## config.mk

```make
export PLATFORM = sky130hd
export DESIGN_NAME = machine_check_error_code_logger
export DESIGN_NICKNAME = d
export VERILOG_FILES = /design/src/pkg/mc_log_pkg.sv /design/src/core/lowest_bit_pick.sv /design/src/core/sat_counter.sv /design/src/core/machine_check_error_code_logger.sv
export SDC_FILE = /design/constraint.sdc
export NUM_CORES = 1
export LEC_CHECK = 0
export BUFFER_PORTS_ARGS = -buffer_cell sky130_fd_sc_hd__clkbuf_2
export CAP_MARGIN = 10
export CORE_MARGIN = 2
export CORE_UTILIZATION = 30
export DETAILED_ROUTE_END_ITERATION = 8
export HOLD_SLACK_MARGIN = 0.02
export SYNTH_ARGS = -nofsm -noshare
export SYNTH_HDL_FRONTEND = slang
export SYNTH_SLANG_ARGS = --single-unit
export TNS_END_PERCENT = 1
```

## constraint.sdc

```tcl
create_clock -name clk_in -period 2.44 [get_ports clk_in]
set_input_delay 0.244 -clock clk_in [delete_from_list [all_inputs] [get_ports clk_in]]
set_output_delay 0.244 -clock clk_in [all_outputs]
set_load 0.03 [all_outputs]
```

## src/pkg/mc_log_pkg.sv

```systemverilog
// Purpose: constants for the bank-four error code logger
// Assumes: AHB-Lite register access, 10 MHz clock
// Notes: register offsets are byte addresses of 32-bit words
package mc_log_pkg;
  // ==========================================================
  // register map
  localparam logic [7:0] STAT_LO_OFS = 8'h00;
  localparam logic [7:0] STAT_HI_OFS = 8'h04;
  localparam logic [7:0] CTRL_OFS = 8'h08;
  localparam logic [7:0] INFO_OFS = 8'h0c;
  localparam int CTRL_EN_BIT = 0;
  localparam int CTRL_CLR_BIT = 1;
  localparam logic CTRL_EN_RST = 1'b1;
  // ==========================================================
  // status field positions
  localparam int CODE_LSB = 16;
  localparam int COUNT_LSB = 32;
  localparam int SYN_LSB = 44;
  localparam int SYN_VALID_BIT = 52;
  localparam int UC_BIT = 61;
  localparam int BUS_RSVD_POS = 3;
  // ==========================================================
  // controller codes, selected by a 5-bit source index
  localparam logic [15:0] CBC_CODE [0:18] = '{
    16'h0001, 16'h0002, 16'h0003, 16'h0004, 16'h0005, 16'h0006,
    16'h0007, 16'h0008, 16'h0009, 16'h0100, 16'h0200, 16'h0300,
    16'h0400, 16'hc001, 16'hc002, 16'hc004, 16'he001, 16'he002,
    16'he004};
  localparam logic [4:0] CBC_LAST = 5'h12;
  localparam logic [4:0] CBC_CORR_FIRST = 5'h0d;
  localparam logic [4:0] CBC_CORR_LAST = 5'h0f;
  // inbound data ECC position within the bus error vector
  localparam int BUS_ECC_IDX = 8;
  localparam int BUS_SRC_N = 11;
  typedef enum logic [1:0] {
    ERR_NONE = 2'b00,
    ERR_BUS = 2'b01,
    ERR_CBC = 2'b10,
    ERR_CACHE = 2'b11
  } err_type_type;
  typedef enum logic [1:0] {
    BUS_IDLE = 2'b00,
    BUS_WAIT = 2'b01,
    BUS_DONE = 2'b10
  } bus_state_type;
endpackage

```

## src/core/lowest_bit_pick.sv

```systemverilog
// Purpose: keep only the lowest set bit of a request vector
// Assumes: purely combinational
// Notes: used so that a logged bus error is always one-hot
`timescale 1ns/1ps
`default_nettype none
module lowest_bit_pick #(
  parameter int N = 12
) (
  input wire logic [N-1:0] req_in,
  output logic [N-1:0] pick_out,
  output logic any_out
);
  logic [N:0] seen;
  if (N < 1) begin : g_chk
    $error("lowest_bit_pick needs N of at least 1");
  end
  assign seen[0] = 1'b0;
  // ==========================================================
  // one bit passes only if no lower bit is set
  for (genvar i = 0; i < N; i++) begin : g_bit
    assign pick_out[i] = req_in[i] & ~seen[i];
    assign seen[i+1] = seen[i] | req_in[i];
  end
  assign any_out = seen[N];
endmodule
`default_nettype wire

```

## src/core/sat_counter.sv

```systemverilog
// Purpose: saturating event counter
// Assumes: synchronous active-low reset
// Notes: holds at all ones instead of wrapping
`timescale 1ns/1ps
`default_nettype none
module sat_counter #(
  parameter int WIDTH = 8
) (
  input wire logic clk_in,
  input wire logic nrst_in,
  input wire logic inc_in,
  output logic [WIDTH-1:0] count_out
);
  logic [WIDTH-1:0] count_ff;
  if (WIDTH < 1) begin : g_chk
    $error("sat_counter needs WIDTH of at least 1");
  end
  // ==========================================================
  // count up, stop at the top
  always_ff @(posedge clk_in) begin
    if (!nrst_in) begin
      count_ff <= '0;
    end else if (inc_in && (count_ff != {WIDTH{1'b1}})) begin
      count_ff <= count_ff + 1'b1;
    end
  end
  assign count_out = count_ff;
endmodule
`default_nettype wire

```

## src/core/machine_check_error_code_logger.sv

```systemverilog
// Purpose: builds the model-specific code and other-info fields of
//   the bank-four status register from three error sources
// Assumes: event inputs are one-cycle pulses synchronous to clk_in
// Notes: registers reached over AHB-Lite, one wait state per access
//
// Our own choices: the register offsets and register access over AHB-Lite.
`timescale 1ns/1ps
`default_nettype none
module machine_check_error_code_logger #(
  parameter int COUNT_W = 8
) (
  input wire logic clk_in,
  input wire logic nrst_in,
  // ahb-lite slave
  input wire logic hsel_in,
  input wire logic [7:0] haddr_in,
  input wire logic [1:0] htrans_in,
  input wire logic hwrite_in,
  input wire logic [2:0] hsize_in,
  input wire logic [31:0] hwdata_in,
  input wire logic hready_in,
  output logic [31:0] hrdata_out,
  output logic hreadyout_out,
  output logic hresp_out,
  // bus and interconnect faults, one bit per detector
  input wire logic bus_req_parity_in,
  input wire logic core0_addr_parity_in,
  input wire logic core1_addr_parity_in,
  input wire logic bus_resp_parity_in,
  input wire logic bus_data_parity_in,
  input wire logic core0_data_parity_in,
  input wire logic core1_data_parity_in,
  input wire logic reply_id_parity_in,
  input wire logic bus_data_ecc_in,
  input wire logic bus_ecc_uncorrectable_in,
  input wire logic data_strobe_glitch_in,
  input wire logic req_strobe_glitch_in,
  // cache bus controller faults
  input wire logic cbc_err_in,
  input wire logic [4:0] cbc_sel_in,
  input wire logic cbc_syn_valid_in,
  input wire logic [7:0] cbc_syndrome_in,
  // cache hierarchy faults
  input wire logic cache_err_in,
  input wire logic [1:0] tag_code_in,
  input wire logic [1:0] data_code_in,
  input wire logic l3_origin_in,
  input wire logic ic_space_access_in,
  input wire logic write_back_type_in
);
  if (COUNT_W != 8) begin : g_chk
    $error("error count field is exactly 8 bits wide");
  end

  // ==========================================================
  // bus error collection
  // detector order follows the code bit order, reserved bit 19 skipped
  logic [mc_log_pkg::BUS_SRC_N-1:0] bus_req;
  logic [mc_log_pkg::BUS_SRC_N-1:0] bus_pick;
  logic bus_any;

  assign bus_req = {req_strobe_glitch_in,
                    data_strobe_glitch_in,
                    bus_data_ecc_in,
                    reply_id_parity_in,
                    core1_data_parity_in,
                    core0_data_parity_in,
                    bus_data_parity_in,
                    bus_resp_parity_in,
                    core1_addr_parity_in,
                    core0_addr_parity_in,
                    bus_req_parity_in};

  // simultaneous detections keep only the lowest bit
  lowest_bit_pick #(
    .N(mc_log_pkg::BUS_SRC_N)
  ) u_pick (
    .req_in(bus_req),
    .pick_out(bus_pick),
    .any_out(bus_any)
  );

  // ==========================================================
  // cache error counter
  logic [COUNT_W-1:0] cache_count;

  // counts every cache error, even one that loses to another source
  sat_counter #(
    .WIDTH(COUNT_W)
  ) u_count (
    .clk_in(clk_in),
    .nrst_in(nrst_in),
    .inc_in(cache_err_in),
    .count_out(cache_count)
  );

  // ==========================================================
  // register state
  logic [63:0] status_ff;
  logic [63:0] nxt_status;
  logic log_valid_ff;
  logic overwrite_ff;
  logic enable_ff;
  mc_log_pkg::err_type_type type_ff;
  mc_log_pkg::err_type_type nxt_type;
  logic log_now;

  // ==========================================================
  // ahb-lite slave state
  mc_log_pkg::bus_state_type bus_state_ff;
  logic [7:0] addr_ff;
  logic write_ff;
  logic [31:0] hrdata_ff;
  logic hreadyout_ff;
  logic wr_strobe;
  logic clr_req;
  logic take_xfer;

  // ==========================================================
  // controller code lookup
  logic cbc_legal;
  logic cbc_correctable;
  logic [15:0] cbc_code;

  assign cbc_legal = (cbc_sel_in <= mc_log_pkg::CBC_LAST);
  assign cbc_correctable = (cbc_sel_in >= mc_log_pkg::CBC_CORR_FIRST) &&
                           (cbc_sel_in <= mc_log_pkg::CBC_CORR_LAST);
  // an out-of-range index yields nothing rather than a reserved code
  assign cbc_code = cbc_legal ? mc_log_pkg::CBC_CODE[cbc_sel_in] : 16'h0000;

  // ==========================================================
  // next status word, bus errors first, then controller, then cache
  always_comb begin
    nxt_status = 64'h0000_0000_0000_0000;
    nxt_type = mc_log_pkg::ERR_NONE;
    log_now = 1'b0;
    if (enable_ff) begin
      if (bus_any) begin
        log_now = 1'b1;
        nxt_type = mc_log_pkg::ERR_BUS;
        // one-hot pick spread over 27:16, bit 19 left zero
        nxt_status[mc_log_pkg::CODE_LSB +: mc_log_pkg::BUS_RSVD_POS] =
          bus_pick[mc_log_pkg::BUS_RSVD_POS-1:0];
        nxt_status[mc_log_pkg::CODE_LSB + mc_log_pkg::BUS_RSVD_POS + 1 +:
                   mc_log_pkg::BUS_SRC_N - mc_log_pkg::BUS_RSVD_POS] =
          bus_pick[mc_log_pkg::BUS_SRC_N-1:mc_log_pkg::BUS_RSVD_POS];
        // only the inbound ECC event may be correctable
        nxt_status[mc_log_pkg::UC_BIT] =
          bus_pick[mc_log_pkg::BUS_ECC_IDX] ? bus_ecc_uncorrectable_in : 1'b1;
      end else if (cbc_err_in && cbc_legal) begin
        log_now = 1'b1;
        nxt_type = mc_log_pkg::ERR_CBC;
        nxt_status[mc_log_pkg::CODE_LSB +: 16] = cbc_code;
        nxt_status[mc_log_pkg::UC_BIT] = ~cbc_correctable;
        if (cbc_correctable && cbc_syn_valid_in) begin
          nxt_status[mc_log_pkg::SYN_LSB +: 8] = cbc_syndrome_in;
          nxt_status[mc_log_pkg::SYN_VALID_BIT] = 1'b1;
        end
      end else if (cache_err_in) begin
        log_now = 1'b1;
        nxt_type = mc_log_pkg::ERR_CACHE;
        nxt_status[mc_log_pkg::CODE_LSB +: 2] = tag_code_in;
        nxt_status[mc_log_pkg::CODE_LSB + 2 +: 2] = data_code_in;
        nxt_status[mc_log_pkg::CODE_LSB + 4] = l3_origin_in;
        nxt_status[mc_log_pkg::CODE_LSB + 5] =
          ic_space_access_in & write_back_type_in;
        // count before this error, so the first one shows zero
        nxt_status[mc_log_pkg::COUNT_LSB +: COUNT_W] = cache_count;
        nxt_status[mc_log_pkg::UC_BIT] = 1'b1;
      end
    end
  end

  // ==========================================================
  // logged status word; a new error beats a clear in the same cycle
  always_ff @(posedge clk_in) begin
    if (!nrst_in) begin
      status_ff <= 64'h0000_0000_0000_0000;
      type_ff <= mc_log_pkg::ERR_NONE;
    end else if (log_now) begin
      status_ff <= nxt_status;
      type_ff <= nxt_type;
    end else if (clr_req) begin
      status_ff <= 64'h0000_0000_0000_0000;
      type_ff <= mc_log_pkg::ERR_NONE;
    end
  end

  // ==========================================================
  // valid and overwrite flags
  always_ff @(posedge clk_in) begin
    if (!nrst_in) begin
      log_valid_ff <= 1'b0;
      overwrite_ff <= 1'b0;
    end else if (log_now) begin
      log_valid_ff <= 1'b1;
      overwrite_ff <= overwrite_ff | log_valid_ff;
    end else if (clr_req) begin
      log_valid_ff <= 1'b0;
      overwrite_ff <= 1'b0;
    end
  end

  // ==========================================================
  // control register: enable held, clear is a write-one pulse
  assign clr_req = wr_strobe && (addr_ff == mc_log_pkg::CTRL_OFS) &&
                   hwdata_in[mc_log_pkg::CTRL_CLR_BIT];

  always_ff @(posedge clk_in) begin
    if (!nrst_in) begin
      enable_ff <= mc_log_pkg::CTRL_EN_RST;
    end else if (wr_strobe && (addr_ff == mc_log_pkg::CTRL_OFS)) begin
      enable_ff <= hwdata_in[mc_log_pkg::CTRL_EN_BIT];
    end
  end

  // ==========================================================
  // bus handshake: address phase taken, one wait, then the answer
  // the wait lets read data come straight from a flip-flop
  assign take_xfer = hsel_in && hready_in && htrans_in[1];
  assign wr_strobe = (bus_state_ff == mc_log_pkg::BUS_WAIT) && write_ff;

  always_ff @(posedge clk_in) begin
    if (!nrst_in) begin
      bus_state_ff <= mc_log_pkg::BUS_IDLE;
      addr_ff <= 8'h00;
      write_ff <= 1'b0;
      hreadyout_ff <= 1'b1;
    end else begin
      unique case (bus_state_ff)
        mc_log_pkg::BUS_IDLE: begin
          if (take_xfer) begin
            bus_state_ff <= mc_log_pkg::BUS_WAIT;
            addr_ff <= {haddr_in[7:2], 2'b00};
            write_ff <= hwrite_in;
            hreadyout_ff <= 1'b0;
          end
        end
        mc_log_pkg::BUS_WAIT: begin
          bus_state_ff <= mc_log_pkg::BUS_DONE;
          hreadyout_ff <= 1'b1;
        end
        mc_log_pkg::BUS_DONE: begin
          // a pipelined next address phase is taken on this edge
          if (take_xfer) begin
            bus_state_ff <= mc_log_pkg::BUS_WAIT;
            addr_ff <= {haddr_in[7:2], 2'b00};
            write_ff <= hwrite_in;
            hreadyout_ff <= 1'b0;
          end else begin
            bus_state_ff <= mc_log_pkg::BUS_IDLE;
          end
        end
        default: begin
          bus_state_ff <= mc_log_pkg::BUS_IDLE;
          hreadyout_ff <= 1'b1;
        end
      endcase
    end
  end

  // ==========================================================
  // read data, loaded in the wait cycle; unmapped reads give zero
  always_ff @(posedge clk_in) begin
    if (!nrst_in) begin
      hrdata_ff <= 32'h0000_0000;
    end else if ((bus_state_ff == mc_log_pkg::BUS_WAIT) && !write_ff) begin
      unique case (addr_ff)
        mc_log_pkg::STAT_LO_OFS: hrdata_ff <= status_ff[31:0];
        mc_log_pkg::STAT_HI_OFS: hrdata_ff <= status_ff[63:32];
        mc_log_pkg::CTRL_OFS: hrdata_ff <= {31'h0000_0000, enable_ff};
        mc_log_pkg::INFO_OFS: hrdata_ff <= {28'h000_0000, overwrite_ff,
                                            type_ff, log_valid_ff};
        default: hrdata_ff <= 32'h0000_0000;
      endcase
    end
  end

  // hsize is not checked: every access is served as a whole word
  assign hrdata_out = hrdata_ff;
  assign hreadyout_out = hreadyout_ff;
  // the answer is always okay, so this is a constant-reset flop
  always_ff @(posedge clk_in) begin
    if (!nrst_in) begin
      hresp_out <= 1'b0;
    end else begin
      hresp_out <= 1'b0;
    end
  end

endmodule
`default_nettype wire

```

==> impl_metrics.tcl <==
set metrics [dict create \
    status "complete, no violations" \
    n_antenna_cell 0 \
    r2r_cells 5 \
    num_rows 40 \
    die_x_um 114 \
    yosys.cell_types.count 62 \
    final_net_count 550 \
    track_usage_pct 14.3 \
    yosysSeqAreaShare_pct 45.0 \
    cts_sinks 81 \
    cap_violations 0 \
    hold_buffers 0 \
    gp_congestion 0.802 \
    io_buffers 76 \
    grt_pass1_vias 3027 \
    power_density_nw_per_um2 667 \
    dr.pass1.iters 5 \
    drv_slew 0 \
    crit_type "flop to flop" \
    io_pins 119 \
    fin_worst_skew_ps 5.38 \
    reg2reg_from "bus_state_ff[0]" \
    dpl.cell_count 594 \
    grt_pass1_wl_mm 14.7 \
    dp_hpwl_mm 6.80 \
    synth_top_area_share_pct 45.0 \
    p_total_uw 2930 \
    rsz0062_at_grt "false" \
    hp-start "cbc_syndrome_in[0]" \
    antenna_found_initial 0 \
    synth_cells 388 \
    drc 0 \
    yosys.area.top_type "dfxtp_1" \
    hold_path.class "primary input to flop" \
    synth_top_flop_cell "dfxtp_1" \
    drtIter0Drc 219 \
    htree_levels 3 \
    finalCritPeriodShare_pct 79.6 \
    core_um2 11900 \
    cts.path.max_buffers 2 \
    path_cells "or3b_1, or3b_1, nor2_4, a22oi_1, nor2_1" \
    wire_per_inst_um 14.7 \
    cts_setup_buffers 0 \
    hold_depth 2 \
    cts_tree "yes" \
    fin_util_pct 37.0 \
    path_clk_slew_ps 60 \
    min_period_ps 1940 \
    startpoint_type "flop" \
    final_common_cell "dfxtp_1" \
    vias_per_cell 5.06 \
    hold_viol 0 \
    finalSetupViolCount 0 \
    fmax_mhz 515 \
    grt_use_met1_pct 17.5 \
    final_cell_mix "dfxtp_1, clkbuf_2, nor2_1" \
    worst_skew_pair.late_latency_ps 330 \
    async_flop_share_pct 0 \
    drive_gt1_share_pct 24.2 \
    r2r-end "hrdata_out[5]" \
    path_common_cell "or3b_1" \
    top_usage_layer "met2" \
    cp.required_ps 2710 \
    p_leak_uw 0.00179 \
    layoutNonFillerInstCount 610 \
    path_max_fanout 8 \
    ys_warn_count 0 \
    synth_seq_cells 81 \
    dieArea_um2 12900 \
    synth.avg_cell_area_um2 9.29 \
    slowest_stage "or3b_1" \
    use_met3_pct 4.20 \
    min_to "status_ff[44]" \
    syn-cell-area_um2 3600 \
    vdd_drop_max_mv 0.348 \
    ys_top_cells_by_area "dfxtp_1, a22o_1, nor2_1" \
    die_h_um 114 \
    r2r_slack_ps 500 \
    cts_resized 0 \
    gr-total-overflow 0 \
    cts_made_buffers 9 \
    fin_setup_tns_ps 0 \
    use_met2_pct 24.1 \
    drt_wl_total_mm 8.97 \
    arrival_ps 2210 \
    ant_nets 0 \
    end_kind "flop" \
    vias 3085 \
    cts_root_buf "clkbuf_16" \
    grt_max_degree 31 \
    synth_edf_count 0 \
    syn_to_final_growth_pct 21.6 \
    slowest_delay_ps 600 \
    start_util_pct 30.4 \
]
[flip-flops by register name (all words and copies together) (netlist names)]
register	count
status_ff	32
hrdata_out	26
u_count.count_out	8
addr_ff	6
bus_state_ff	2
type_ff	2
enable_ff	1
hreadyout_out	1
log_valid_ff	1
overwrite_ff	1
write_ff	1
[kinds of logic after synthesis]
kind of cell / after synthesis / synth area share [%]
fa+ha+maj: 7 / 2.43
flops: 81 / 45.0
other cells: 1 / 0.104
compound gates: 101 / 20.5
xor+xnor: 8 / 1.94
simple gates: 137 / 20.1
mux: 14 / 3.99
buf+inv: 39 / 5.94
[per-layer routing]
layer	share of wire, %	up-vias
met2	48	62
li1	-	1537
met1	47	1476
met5	0	-
met3	4.5	10
met4	1.1	0
[how the worst max path moves through the flow]
stage,from,end,cells past startpoint
finish,bus_state_ff[0],hrdata_out[5],5
CTS,bus_state_ff[0],hrdata_out[5],5
floorplan,cbc_sel_in[0],status_ff[38],9
detailed placement,cbc_sel_in[0],status_ff[26],8
global route,bus_state_ff[0],hrdata_out[26],5
global placement,cbc_sel_in[1],status_ff[21],7
[synth_stat cells, drive strengths merged, types with 3 or more instances]
cell / instances
a32o: 6
o21ai: 6
and3: 7
dfxtp: 81
xnor2: 3
nand4: 6
nor2: 51
nor2b: 5
ha: 7
nand2: 32
nor4: 4
a31oi: 3
buf: 16
inv: 9
a21oi: 28
nand3: 8
nor3: 7
a22oi: 18
clkbuf: 14
mux2: 3
xor2: 5
mux2i: 11
a22o: 21
[through the flow]
step | worst slack, ps | hold WS [ps] | instance area (um2)
after global placement | 262 | 416 | 4080
final | 497 | 119 | 4380
after CTS | 502 | 113 | 4380
after global routing | 334 | 121 | 4380
after detailed placement | 220 | 431 | 4080
after floorplan | 509 | 306 | 3620
[critical path, delay by kind of cell (launching register included)]
kind,cells,cell delay [ps]
flops,1,400
compound gates,1,110
simple gates,4,1370
[where the power goes]
part / switching [uW] / leakage [uW] / internal, uW
logic: 129 / 0.000985 / 85.5
clock network: 535 / 0.000149 / 822
registers: 14.7 / 0.000655 / 1340
total: 679 / 0.00179 / 2250
[area by class of cell]
cell class / instances / area (um2)
Fill cell: 1162 / 7480
Tap cell: 147 / 184
Sequential cell: 81 / 1620
Inverter: 9 / 33.8
Timing Repair Buffer: 84 / 453
Multi-Input combinational cell: 273 / 1790
Clock buffer: 10 / 239
Clock inverter: 6 / 65.1
No activity file was read; power rests on OpenSTA's default activity.
